**config.mk**
```make
export PLATFORM = sky130hd
export DESIGN_NAME = pcd_ctrl
export DESIGN_NICKNAME = d
export VERILOG_FILES = /design/src/verilog/pcd_pkg.sv /design/src/verilog/pcd_ctrl.sv
export SDC_FILE = /design/constraint.sdc
export NUM_CORES = 1
export LEC_CHECK = 0
export ABC_AREA = 1
export BUFFER_PORTS_ARGS = -buffer_cell sky130_fd_sc_hd__buf_2
export CORE_MARGIN = 2
export CORE_UTILIZATION = 40
export DETAILED_ROUTE_END_ITERATION = 8
export PLACE_DENSITY_LB_ADDON = 0.2
export SLEW_MARGIN = 20
export SYNTH_ARGS = -nofsm -noshare
export SYNTH_HDL_FRONTEND = slang
export SYNTH_SLANG_ARGS = --single-unit
```
**constraint.sdc**
```tcl
create_clock -name clk -period 2.4 [get_ports clk]
set_clock_uncertainty 0.15 [all_clocks]
set_input_delay 0 -clock clk [delete_from_list [all_inputs] [get_ports clk]]
set_output_delay 0 -clock clk [all_outputs]
set_load 0.01 [all_outputs]
```
**src/verilog/pcd_pkg.sv**
```systemverilog
package pcd_pkg;
   // Register addresses: port configuration in expanded bank F, mode register in the standard file
   localparam logic [3:0] CFG_BANK = 4'hF;
   localparam logic [7:0] CFG_ADDR = 8'h00;
   localparam logic [7:0] P3MODE_ADDR = 8'hF7;
   localparam logic [7:0] P3_ADDR = 8'h03;
   // Field positions
   localparam int MODE_P2PU_BIT = 0;
   localparam int MODE_ANA_BIT = 1;
   localparam int CFG_ROUTE_BIT = 0;
   localparam int CFG_P1PP_BIT = 1;
   localparam int CFG_P0PP_BIT = 2;
   localparam int IRQ_SEL_LO_BIT = 6;
   localparam int IRQ_SEL_HI_BIT = 7;
   localparam int RD_CMPA_BIT = 1;
   localparam int RD_CMPB_BIT = 2;
   localparam int PIN_CMPA_OUT = 4;
   localparam int PIN_CMPB_OUT = 7;
   localparam int PIN_REF = 3;
   localparam int PIN_APOS = 1;
   localparam int PIN_BPOS = 2;
   // Reset values and edge select codes
   localparam logic [7:0] CFG_RST = 8'hFE;
   localparam logic [7:0] P3MODE_RST = 8'h00;
   localparam logic [1:0] EDGE_FALL = 2'h0;
   localparam logic [1:0] EDGE_BOTH = 2'h2;
   localparam logic [1:0] EDGE_RISE = 2'h1;

   typedef enum logic [2:0] {
      PCD_RUN = 3'h1,
      PCD_HALT = 3'h2,
      PCD_STOP = 3'h4
   } pcd_power_e;

   typedef struct packed {
      logic we;
      logic [3:0] bank;
      logic [7:0] addr;
      logic [7:0] wdata;
   } pcd_wr_s;

   typedef struct packed {
      logic p0_push_pull;
      logic p1_push_pull;
      logic p2_pull_up;
   } pcd_drive_s;
endpackage : pcd_pkg
```
**src/verilog/pcd_ctrl.sv**
```systemverilog
`timescale 1ns/1ps
// What this block does
// - Mode bit 1 selects analog comparator inputs
// - Digital mode: reference pin is input, interrupt
// - Config D0 routes comparator results to pins
// - Comparator high when input above reference
// - Port read: bit1 comparator A, bit2 B
// - Routing drives A on pin4, B pin7
// - Stored pin bits kept, restored after routing
// - Bits 7:6 choose rising, falling, both edges
// - Both bits clear: B interrupts on fall
// - D7 set, D6 clear: both comparators interrupt
// - Analog mode: reference never interrupts
// - Pin1 timer input; comparator A in analog
// - Comparators and interrupts work during halt
// - Stop disables comparators; digital for recovery
// - Analog selection survives stop recovery reset
// - Mode D0 clear: port 2 open-drain
// - Config register at bank F address 00
// - Config D1: port 1 drive, default set
// - Config D2: port 0 drive, default set
module pcd_ctrl (
   input wire logic clk,
   input wire logic srst,
   input wire logic stop_recovery_rst,
   input wire pcd_pkg::pcd_power_e power_state,
   input wire pcd_pkg::pcd_wr_s wr,
   input wire logic [1:0] irq_edge_sel,
   input wire logic cmp_a_raw,
   input wire logic cmp_b_raw,
   input wire logic [7:0] p3_pins_in,
   input wire logic [7:0] p3_out_stored,
   output logic [7:0] p3_read,
   output logic [7:0] p3_pins_out,
   output logic cmp_enable,
   output logic analog_mode,
   output logic timer_in,
   output logic irq_cmp_a,
   output logic irq_cmp_b,
   output logic external_interrupt_one,
   output logic stop_sense_ok,
   output pcd_pkg::pcd_drive_s drive
);
   localparam int NCMP = 2;

   logic [7:0] mode_r;
   logic [7:0] mode_nxt;
   logic [7:0] cfg_r;
   logic [7:0] cfg_nxt;
   logic [NCMP-1:0] raw_in;
   logic [NCMP-1:0] sync_q;
   logic [NCMP-1:0] fire;
   logic pref_r;
   logic pref_nxt;
   logic ref_fire;
   logic ana;
   logic route;
   logic [7:0] p3_read_nxt;
   logic [7:0] p3_pins_out_nxt;
   logic timer_in_nxt;
   logic irq_cmp_a_nxt;
   logic irq_cmp_b_nxt;
   logic ext_irq_nxt;

   function automatic logic edge_hit(input logic now, input logic prev, input logic [1:0] sel);
      logic rise;
      logic fall;
      rise = now & ~prev;
      fall = ~now & prev;
      unique case (sel)
         pcd_pkg::EDGE_RISE: edge_hit = rise;
         pcd_pkg::EDGE_BOTH: edge_hit = rise | fall;
         default: edge_hit = fall;
      endcase
   endfunction : edge_hit

   // Register writes; config writes are dropped while stop recovery holds
   always_comb begin
      mode_nxt = mode_r;
      cfg_nxt = cfg_r;
      if (wr.we && wr.addr == pcd_pkg::P3MODE_ADDR && wr.bank == 4'h0) begin
         mode_nxt = wr.wdata;
      end
      if (wr.we && wr.addr == pcd_pkg::CFG_ADDR && wr.bank == pcd_pkg::CFG_BANK
            && !stop_recovery_rst) begin
         cfg_nxt = wr.wdata;
      end
   end

   // Stop recovery resets leave mode untouched so analog survives
   always_ff @(posedge clk) begin
      if (srst) begin
         mode_r <= pcd_pkg::P3MODE_RST;
         cfg_r <= pcd_pkg::CFG_RST;
      end else begin
         mode_r <= mode_nxt;
         cfg_r <= cfg_nxt;
      end
   end

   assign ana = mode_r[pcd_pkg::MODE_ANA_BIT];
   assign route = cfg_r[pcd_pkg::CFG_ROUTE_BIT];
   assign analog_mode = ana;
   assign cmp_enable = ana && power_state != pcd_pkg::PCD_STOP;
   assign stop_sense_ok = ~ana;
   assign raw_in = {cmp_b_raw, cmp_a_raw};

   // Two-stage synchronisers; first stage read only by second
   for (genvar i = 0; i < NCMP; i++) begin : g_cmp
      logic [1:0] sync_r;
      logic [1:0] sync_nxt;
      logic prev_r;
      logic prev_nxt;
      always_comb begin
         sync_nxt = {sync_r[0], raw_in[i]};
         prev_nxt = sync_r[1];
      end
      always_ff @(posedge clk) begin
         if (srst) begin
            sync_r <= 2'h0;
            prev_r <= 1'b0;
         end else begin
            sync_r <= sync_nxt;
            prev_r <= prev_nxt;
         end
      end
      assign sync_q[i] = sync_r[1];
      // Edge gating uses the comparator path only while it is powered
      assign fire[i] = cmp_enable && edge_hit(sync_r[1], prev_r, irq_edge_sel);
   end

   always_comb begin
      pref_nxt = p3_pins_in[pcd_pkg::PIN_REF];
   end

   always_ff @(posedge clk) begin
      if (srst) begin
         pref_r <= 1'b0;
      end else begin
         pref_r <= pref_nxt;
      end
   end

   // Reset value 0 means no false fall right after reset
   assign ref_fire = ~ana && ~p3_pins_in[pcd_pkg::PIN_REF] && pref_r;

   always_comb begin
      p3_read_nxt = p3_pins_in;
      if (ana) begin
         p3_read_nxt[pcd_pkg::RD_CMPA_BIT] = sync_q[0];
         p3_read_nxt[pcd_pkg::RD_CMPB_BIT] = sync_q[1];
      end
      p3_pins_out_nxt = p3_out_stored;
      if (route) begin
         p3_pins_out_nxt[pcd_pkg::PIN_CMPA_OUT] = sync_q[0];
         p3_pins_out_nxt[pcd_pkg::PIN_CMPB_OUT] = sync_q[1];
      end
      timer_in_nxt = ana ? sync_q[0] : p3_pins_in[pcd_pkg::PIN_APOS];
      irq_cmp_a_nxt = fire[0];
      irq_cmp_b_nxt = fire[1];
      ext_irq_nxt = ref_fire;
   end

   always_ff @(posedge clk) begin
      if (srst) begin
         irq_cmp_a <= 1'b0;
         irq_cmp_b <= 1'b0;
         external_interrupt_one <= 1'b0;
         timer_in <= 1'b0;
         p3_read <= 8'h00;
         p3_pins_out <= 8'h00;
      end else begin
         irq_cmp_a <= irq_cmp_a_nxt;
         irq_cmp_b <= irq_cmp_b_nxt;
         external_interrupt_one <= ext_irq_nxt;
         timer_in <= timer_in_nxt;
         p3_read <= p3_read_nxt;
         p3_pins_out <= p3_pins_out_nxt;
      end
   end

   assign drive.p0_push_pull = cfg_r[pcd_pkg::CFG_P0PP_BIT];
   assign drive.p1_push_pull = cfg_r[pcd_pkg::CFG_P1PP_BIT];
   assign drive.p2_pull_up = mode_r[pcd_pkg::MODE_P2PU_BIT];

   route_pin4_a: assert property (
      @(posedge clk) disable iff (srst)
      route |=> p3_pins_out[pcd_pkg::PIN_CMPA_OUT] == $past(sync_q[0]))
      else $error("pin 4 not comparator A");

   route_pin7_a: assert property (
      @(posedge clk) disable iff (srst)
      route |=> p3_pins_out[pcd_pkg::PIN_CMPB_OUT] == $past(sync_q[1]))
      else $error("pin 7 not comparator B");

   restore_pin4_a: assert property (
      @(posedge clk) disable iff (srst)
      !route |=> p3_pins_out[4] == $past(p3_out_stored[4]))
      else $error("pin 4 not stored value");

   restore_pin7_a: assert property (
      @(posedge clk) disable iff (srst)
      !route |=> p3_pins_out[7] == $past(p3_out_stored[7]))
      else $error("pin 7 not stored value");

   other_pins_a: assert property (
      @(posedge clk) disable iff (srst)
      1'b1 |=> p3_pins_out[3:0] == $past(p3_out_stored[3:0]))
      else $error("unrouted pins disturbed");

   read_bit1_a: assert property (
      @(posedge clk) disable iff (srst)
      ana |=> p3_read[1] == $past(sync_q[0]))
      else $error("read bit 1 wrong");

   read_bit2_a: assert property (
      @(posedge clk) disable iff (srst)
      ana |=> p3_read[2] == $past(sync_q[1]))
      else $error("read bit 2 wrong");

   digital_read_a: assert property (
      @(posedge clk) disable iff (srst)
      !ana |=> p3_read[2:1] == $past(p3_pins_in[2:1]))
      else $error("digital read wrong");

   ref_read_a: assert property (
      @(posedge clk) disable iff (srst)
      1'b1 |=> p3_read[3] == $past(p3_pins_in[3]))
      else $error("reference read wrong");

   ref_quiet_a: assert property (
      @(posedge clk) disable iff (srst)
      ana |=> !external_interrupt_one)
      else $error("reference interrupted");

   ref_fall_a: assert property (
      @(posedge clk) disable iff (srst)
      !ana && pref_r && !p3_pins_in[pcd_pkg::PIN_REF] |=> external_interrupt_one)
      else $error("reference fall missed");

   ref_pulse_a: assert property (
      @(posedge clk) disable iff (srst)
      external_interrupt_one |=> !external_interrupt_one)
      else $error("reference interrupt too long");

   stop_off_a: assert property (
      @(posedge clk) disable iff (srst)
      power_state == pcd_pkg::PCD_STOP |-> !cmp_enable)
      else $error("comparators on in stop");

   sense_ok_a: assert property (
      @(posedge clk) disable iff (srst)
      1'b1 |-> stop_sense_ok != analog_mode)
      else $error("stop sensing flag wrong");

   halt_on_a: assert property (
      @(posedge clk) disable iff (srst)
      ana && power_state == pcd_pkg::PCD_HALT |-> cmp_enable)
      else $error("comparators off in halt");

   fall_irq_a: assert property (
      @(posedge clk) disable iff (srst)
      cmp_enable && irq_edge_sel == pcd_pkg::EDGE_FALL && $fell(sync_q[1]) |=> irq_cmp_b)
      else $error("missed fall");

   both_irq_a: assert property (
      @(posedge clk) disable iff (srst)
      cmp_enable && irq_edge_sel == pcd_pkg::EDGE_BOTH && $rose(sync_q[0]) |=> irq_cmp_a)
      else $error("missed rise on A");

   both_fall_a: assert property (
      @(posedge clk) disable iff (srst)
      cmp_enable && irq_edge_sel == pcd_pkg::EDGE_BOTH && $fell(sync_q[1]) |=> irq_cmp_b)
      else $error("missed fall on B");

   rise_irq_a: assert property (
      @(posedge clk) disable iff (srst)
      cmp_enable && irq_edge_sel == pcd_pkg::EDGE_RISE && $rose(sync_q[1]) |=> irq_cmp_b)
      else $error("missed rise on B");

   rise_only_a: assert property (
      @(posedge clk) disable iff (srst)
      cmp_enable && irq_edge_sel == pcd_pkg::EDGE_RISE && $fell(sync_q[0]) |=> !irq_cmp_a)
      else $error("fall fired in rise mode");

   quiet_irq_a: assert property (
      @(posedge clk) disable iff (srst)
      !cmp_enable |=> !irq_cmp_a && !irq_cmp_b)
      else $error("interrupt while disabled");

   keep_mode_a: assert property (
      @(posedge clk) disable iff (srst)
      stop_recovery_rst && !wr.we |=> mode_r == $past(mode_r))
      else $error("mode lost");

   keep_cfg_a: assert property (
      @(posedge clk) disable iff (srst)
      stop_recovery_rst |=> cfg_r == $past(cfg_r))
      else $error("config lost");

   timer_src_a: assert property (
      @(posedge clk) disable iff (srst)
      ana |=> timer_in == $past(sync_q[0]))
      else $error("timer source analog");

   timer_pin_a: assert property (
      @(posedge clk) disable iff (srst)
      !ana |=> timer_in == $past(p3_pins_in[pcd_pkg::PIN_APOS]))
      else $error("timer source digital");

   mode_wr_a: assert property (
      @(posedge clk) disable iff (srst)
      wr.we && wr.bank == 4'h0 && wr.addr == pcd_pkg::P3MODE_ADDR |=> mode_r == $past(wr.wdata))
      else $error("mode write lost");

   cfg_wr_a: assert property (
      @(posedge clk) disable iff (srst)
      wr.we && wr.bank == pcd_pkg::CFG_BANK && wr.addr == pcd_pkg::CFG_ADDR
         && !stop_recovery_rst |=> cfg_r == $past(wr.wdata))
      else $error("config write lost");

   drive_map_a: assert property (
      @(posedge clk) disable iff (srst)
      1'b1 |-> drive == {cfg_r[2], cfg_r[1], mode_r[0]})
      else $error("drive select wrong");
endmodule : pcd_ctrl

```
==> metrics.md <==
| Metric | Value |
|---|---|
| Status | `finished clean` |
| Vias in the first global route | `roughly 1.4k` |
| Filler cells | `239` |
| WP data required | `2490 ps` |
| Crit path launch | `wr[17]` |
| Clk pin slew, worst setup/hold paths | `roughly 90 ps` |
| RR Startpoint | `g_cmp[1].sync_r[1]$_SDFF_PP0_` |
| Die width | `60.38 um` |
| Max clock buf depth | `2` |
| Yosys reg bits | `30` |
| Tot GR Track Use | `21.15%` |
| Syn Inst Count | `176` |
| Die Ht | `60.38 um` |
| PwrDens | `~440 mW/mm^2` |
| Worst setup EP type | `flop` |
| DR WL/cell | `10.35 um` |
| Final period util | `93.43%` |
| Max Fanout on Critical Path | `2` |
| # diodes | `0` |
| Synthesized area per cell | `7.223 sq um` |
| Relative slew slack | `roughly 75%` |
| Starting Density | `a little over two fifths` |
| Total power draw | `between 0.9 and 1 mW` |
| Layout cell share with drive strength beyond 1 | `26.17%` |
| Dominant delay contributor by cell family on the critical path | `buffers and inverters` |
| Comb power frac | `between 15 and 20%` |
| Worst VDD drop | `0.0003138 V` |
| Crit-path cells | `dlygate4sd3_1, buf_2, nor2_1, dlygate4sd3_1, nand2_1, nor2_1, dlygate4sd3_1, nand3_1, nand2_1, nor2_1` |
| H-Tree Depth | `2` |
| CP Launch Type | `input pin` |
| Setup TNS | `0 ps` |
| Post-DP HPWL | `1884 um` |
| GPL Wtd Cong | `0.8162` |
| IO Port Bufs | `67` |
| # DRC | `0` |
| Fin crit period | `2242 ps` |
| WP data arrival | `2330 ps` |
| Die area | `~0.0036 sq mm` |
| Final count of pins violating max slew | `0` |
| Fmax achieved | `446.0 MHz` |
| IO Pins | `73` |
| DRT antenna net count | `0` |
| Tightest Pin Transition | `368.1 ps` |
| Net count, final | `351` |
| Initial antenna violation count | `0` |
| Clock Root Buffer | `clkbuf_4` |
| Synth Cell Area | `between 0.001 and 0.0015 sq mm` |
| Worst hold path startpoint | `irq_edge_sel[0]` |
| Routed wire length | `approximately 3500 um` |
| WP buf/inv | `4` |
| CTS tree | `built` |
| Post_cts resized | `0` |
| Final setup vio count | `0` |
| Layout area overhead | `74.02%` |
| Clk sink count | `30` |
| Internal | `0.7218 mW` |
| Via density per instance | `4.237` |
| Synth cell types | `17` |
| DR iter-0 viols | `43` |
| Ys Warns | `0` |
| Worst Path Class, Setup | `input pin to flop` |
| Largest net degree at the start of global routing | `21` |
| Core area | `0.003028 sq mm` |
| Vias | `about 1.4k` |
| Switching power total | `roughly 0.25 mW` |
| Syn nets | `229` |
| Critical Path Max Stage Delay | `580 ps` |
| Switching share of power | `25.90%` |
| First-pass GRT wire length | `between 5000 and 6000 um` |
| Clock network power share | `28.5%` |
| HP Class | `input pin to flop` |
| Flop2flop setup slack | `roughly 570 ps` |
| Detailed Routing Iterations Pass 1 | `4` |
| Seq/Total Area, Yosys | `47.24%` |
| Reg power frac | `53.5%` |
| FP Rows | `20` |
| Pleak | `1.200 nW` |
| CP max-delay cell | `dlygate4sd3_1` |
| Max_cap viols | `0` |
| Clk_lat worst skew | `330 ps` |
| RSZ-0062 raised after global routing | `no` |
| Total gr overflow | `0` |
| Final hold viol count | `0` |
| Num CTS Buffers | `5` |
[final timing paths]
check / end / cells past startpoint
max: mode_r[0]$_SDFFE_PP0P_ / 10
min: irq_cmp_a$_SDFF_PP0_ / 5
max reg2reg: irq_cmp_b$_SDFF_PP0_ / 6
min reg2reg: g_cmp[0].sync_r[1]$_SDFF_PP0_ / 2
[worst register-to-register path, delay by kind of cell, from the launching register on]
kind | cells | cell delay (ps)
flip-flops | 1 | 340
AO/OA/AOI/OAI | 1 | 220
AND/OR/NAND/NOR | 1 | 40
adder cells (fa/ha/maj) | 1 | 300
buffers and inverters | 3 | 720
[power by group through the flow]
stage	clock, mW	combinational [mW]	sequential, mW
final	0.278	0.175	0.521
after detailed placement	0	0.115	0.532
after CTS	0.283	0.170	0.521
after floorplan	0	0.0514	0.540
after global placement	0	0.114	0.532
after global routing	0.309	0.197	0.523
[synthesized netlist by cell type]
| master | number | area share (%) |
|---|---|---|
| a211oi_1 | 2 | 1.2 |
| a21oi_1 | 6 | 2.4 |
| buf_2 | 2 | 0.79 |
| buf_4 | 5 | 3.0 |
| dfxtp_1 | 30 | 47 |
| ha_1 | 6 | 5.9 |
| inv_1 | 39 | 12 |
| inv_2 | 1 | 0.29 |
| nand2_1 | 26 | 7.7 |
| nand3_1 | 8 | 3.1 |
| nand3b_1 | 1 | 0.59 |
| nand4_1 | 1 | 0.49 |
| nor2_1 | 39 | 12 |
| nor2_2 | 3 | 1.5 |
| o21ai_0 | 5 | 2.0 |
| o21ai_1 | 1 | 0.39 |
| or2_1 | 1 | 0.49 |
[through the flow]
step / area [sq um] / worst slack, ps / hold slack, ps / instances / util [%]
floorplan: 1271 / 1239 / -43.03 / 176 / -
global placement: 1614 / 1180 / 48.92 / 280 / 53.31
detailed placement: 1614 / 1161 / 55.55 / 280 / 53.31
CTS: 2212 / 222.0 / 10.71 / 342 / 73.06
global route: 2212 / 65.19 / 59.58 / 342 / 73.06
finish: 2212 / 157.6 / 16.33 / 342 / 73.06
[cell usage in the layout (no fill, tap or decap), types with 3 or more instances in the layout]
cell type,netlist,routed
clkbuf_4,0,5
dfxtp_1,30,30
nand2_1,26,26
nor2_1,39,39
a21oi_1,6,6
ha_1,6,6
dlygate4sd3_1,0,55
inv_1,39,39
o21ai_0,5,5
nand3_1,8,8
nor2_2,3,3
buf_2,2,67
[layer usage]
layer	share of wire [%]	GRT usage, %	wire length (um)
met3	6.2	6.610	219
met1	41	21.66	1437
met5	0	0	0
met4	1.5	8.571	53
met2	52	39.60	1828
[area by class of cell]
| type | count | area, sq um | share of cell area [%] |
|---|---|---|---|
| clock inverters | 2 | 10.01 | 0.4525 |
| multi-input cells | 99 | 473.0 | 21.38 |
| repair buffers | 122 | 885.9 | 40.05 |
| clock buffers | 5 | 37.54 | 1.697 |
| flip-flops and latches | 30 | 600.6 | 27.15 |
| well taps | 44 | 55.05 | 2.489 |
| inverters | 40 | 150.1 | 6.787 |
[state kept, by name, summed over array words and instances, names as in the netlist]
signal	cells
p3_pins_out	8
irq_cmp_a	1
p3_read	8
irq_cmp_b	1
mode_r	2
external_interrupt_one	1
cfg_r	3
g_cmp.sync_r	4
g_cmp.prev_r	2
[kinds of logic after synthesis]
group	synth area share, %
simple gates	25.39
fa+ha+maj	5.905
compound gates	5.905
flops	47.24
buf+inv	15.55
[what timing repair did]
item / CTS / global route
endpoints found under the hold margin: 30 / 0
setup buffers: 0 / 0
hold buffers: 55 / 0
(Power assumes the default switching activity.)
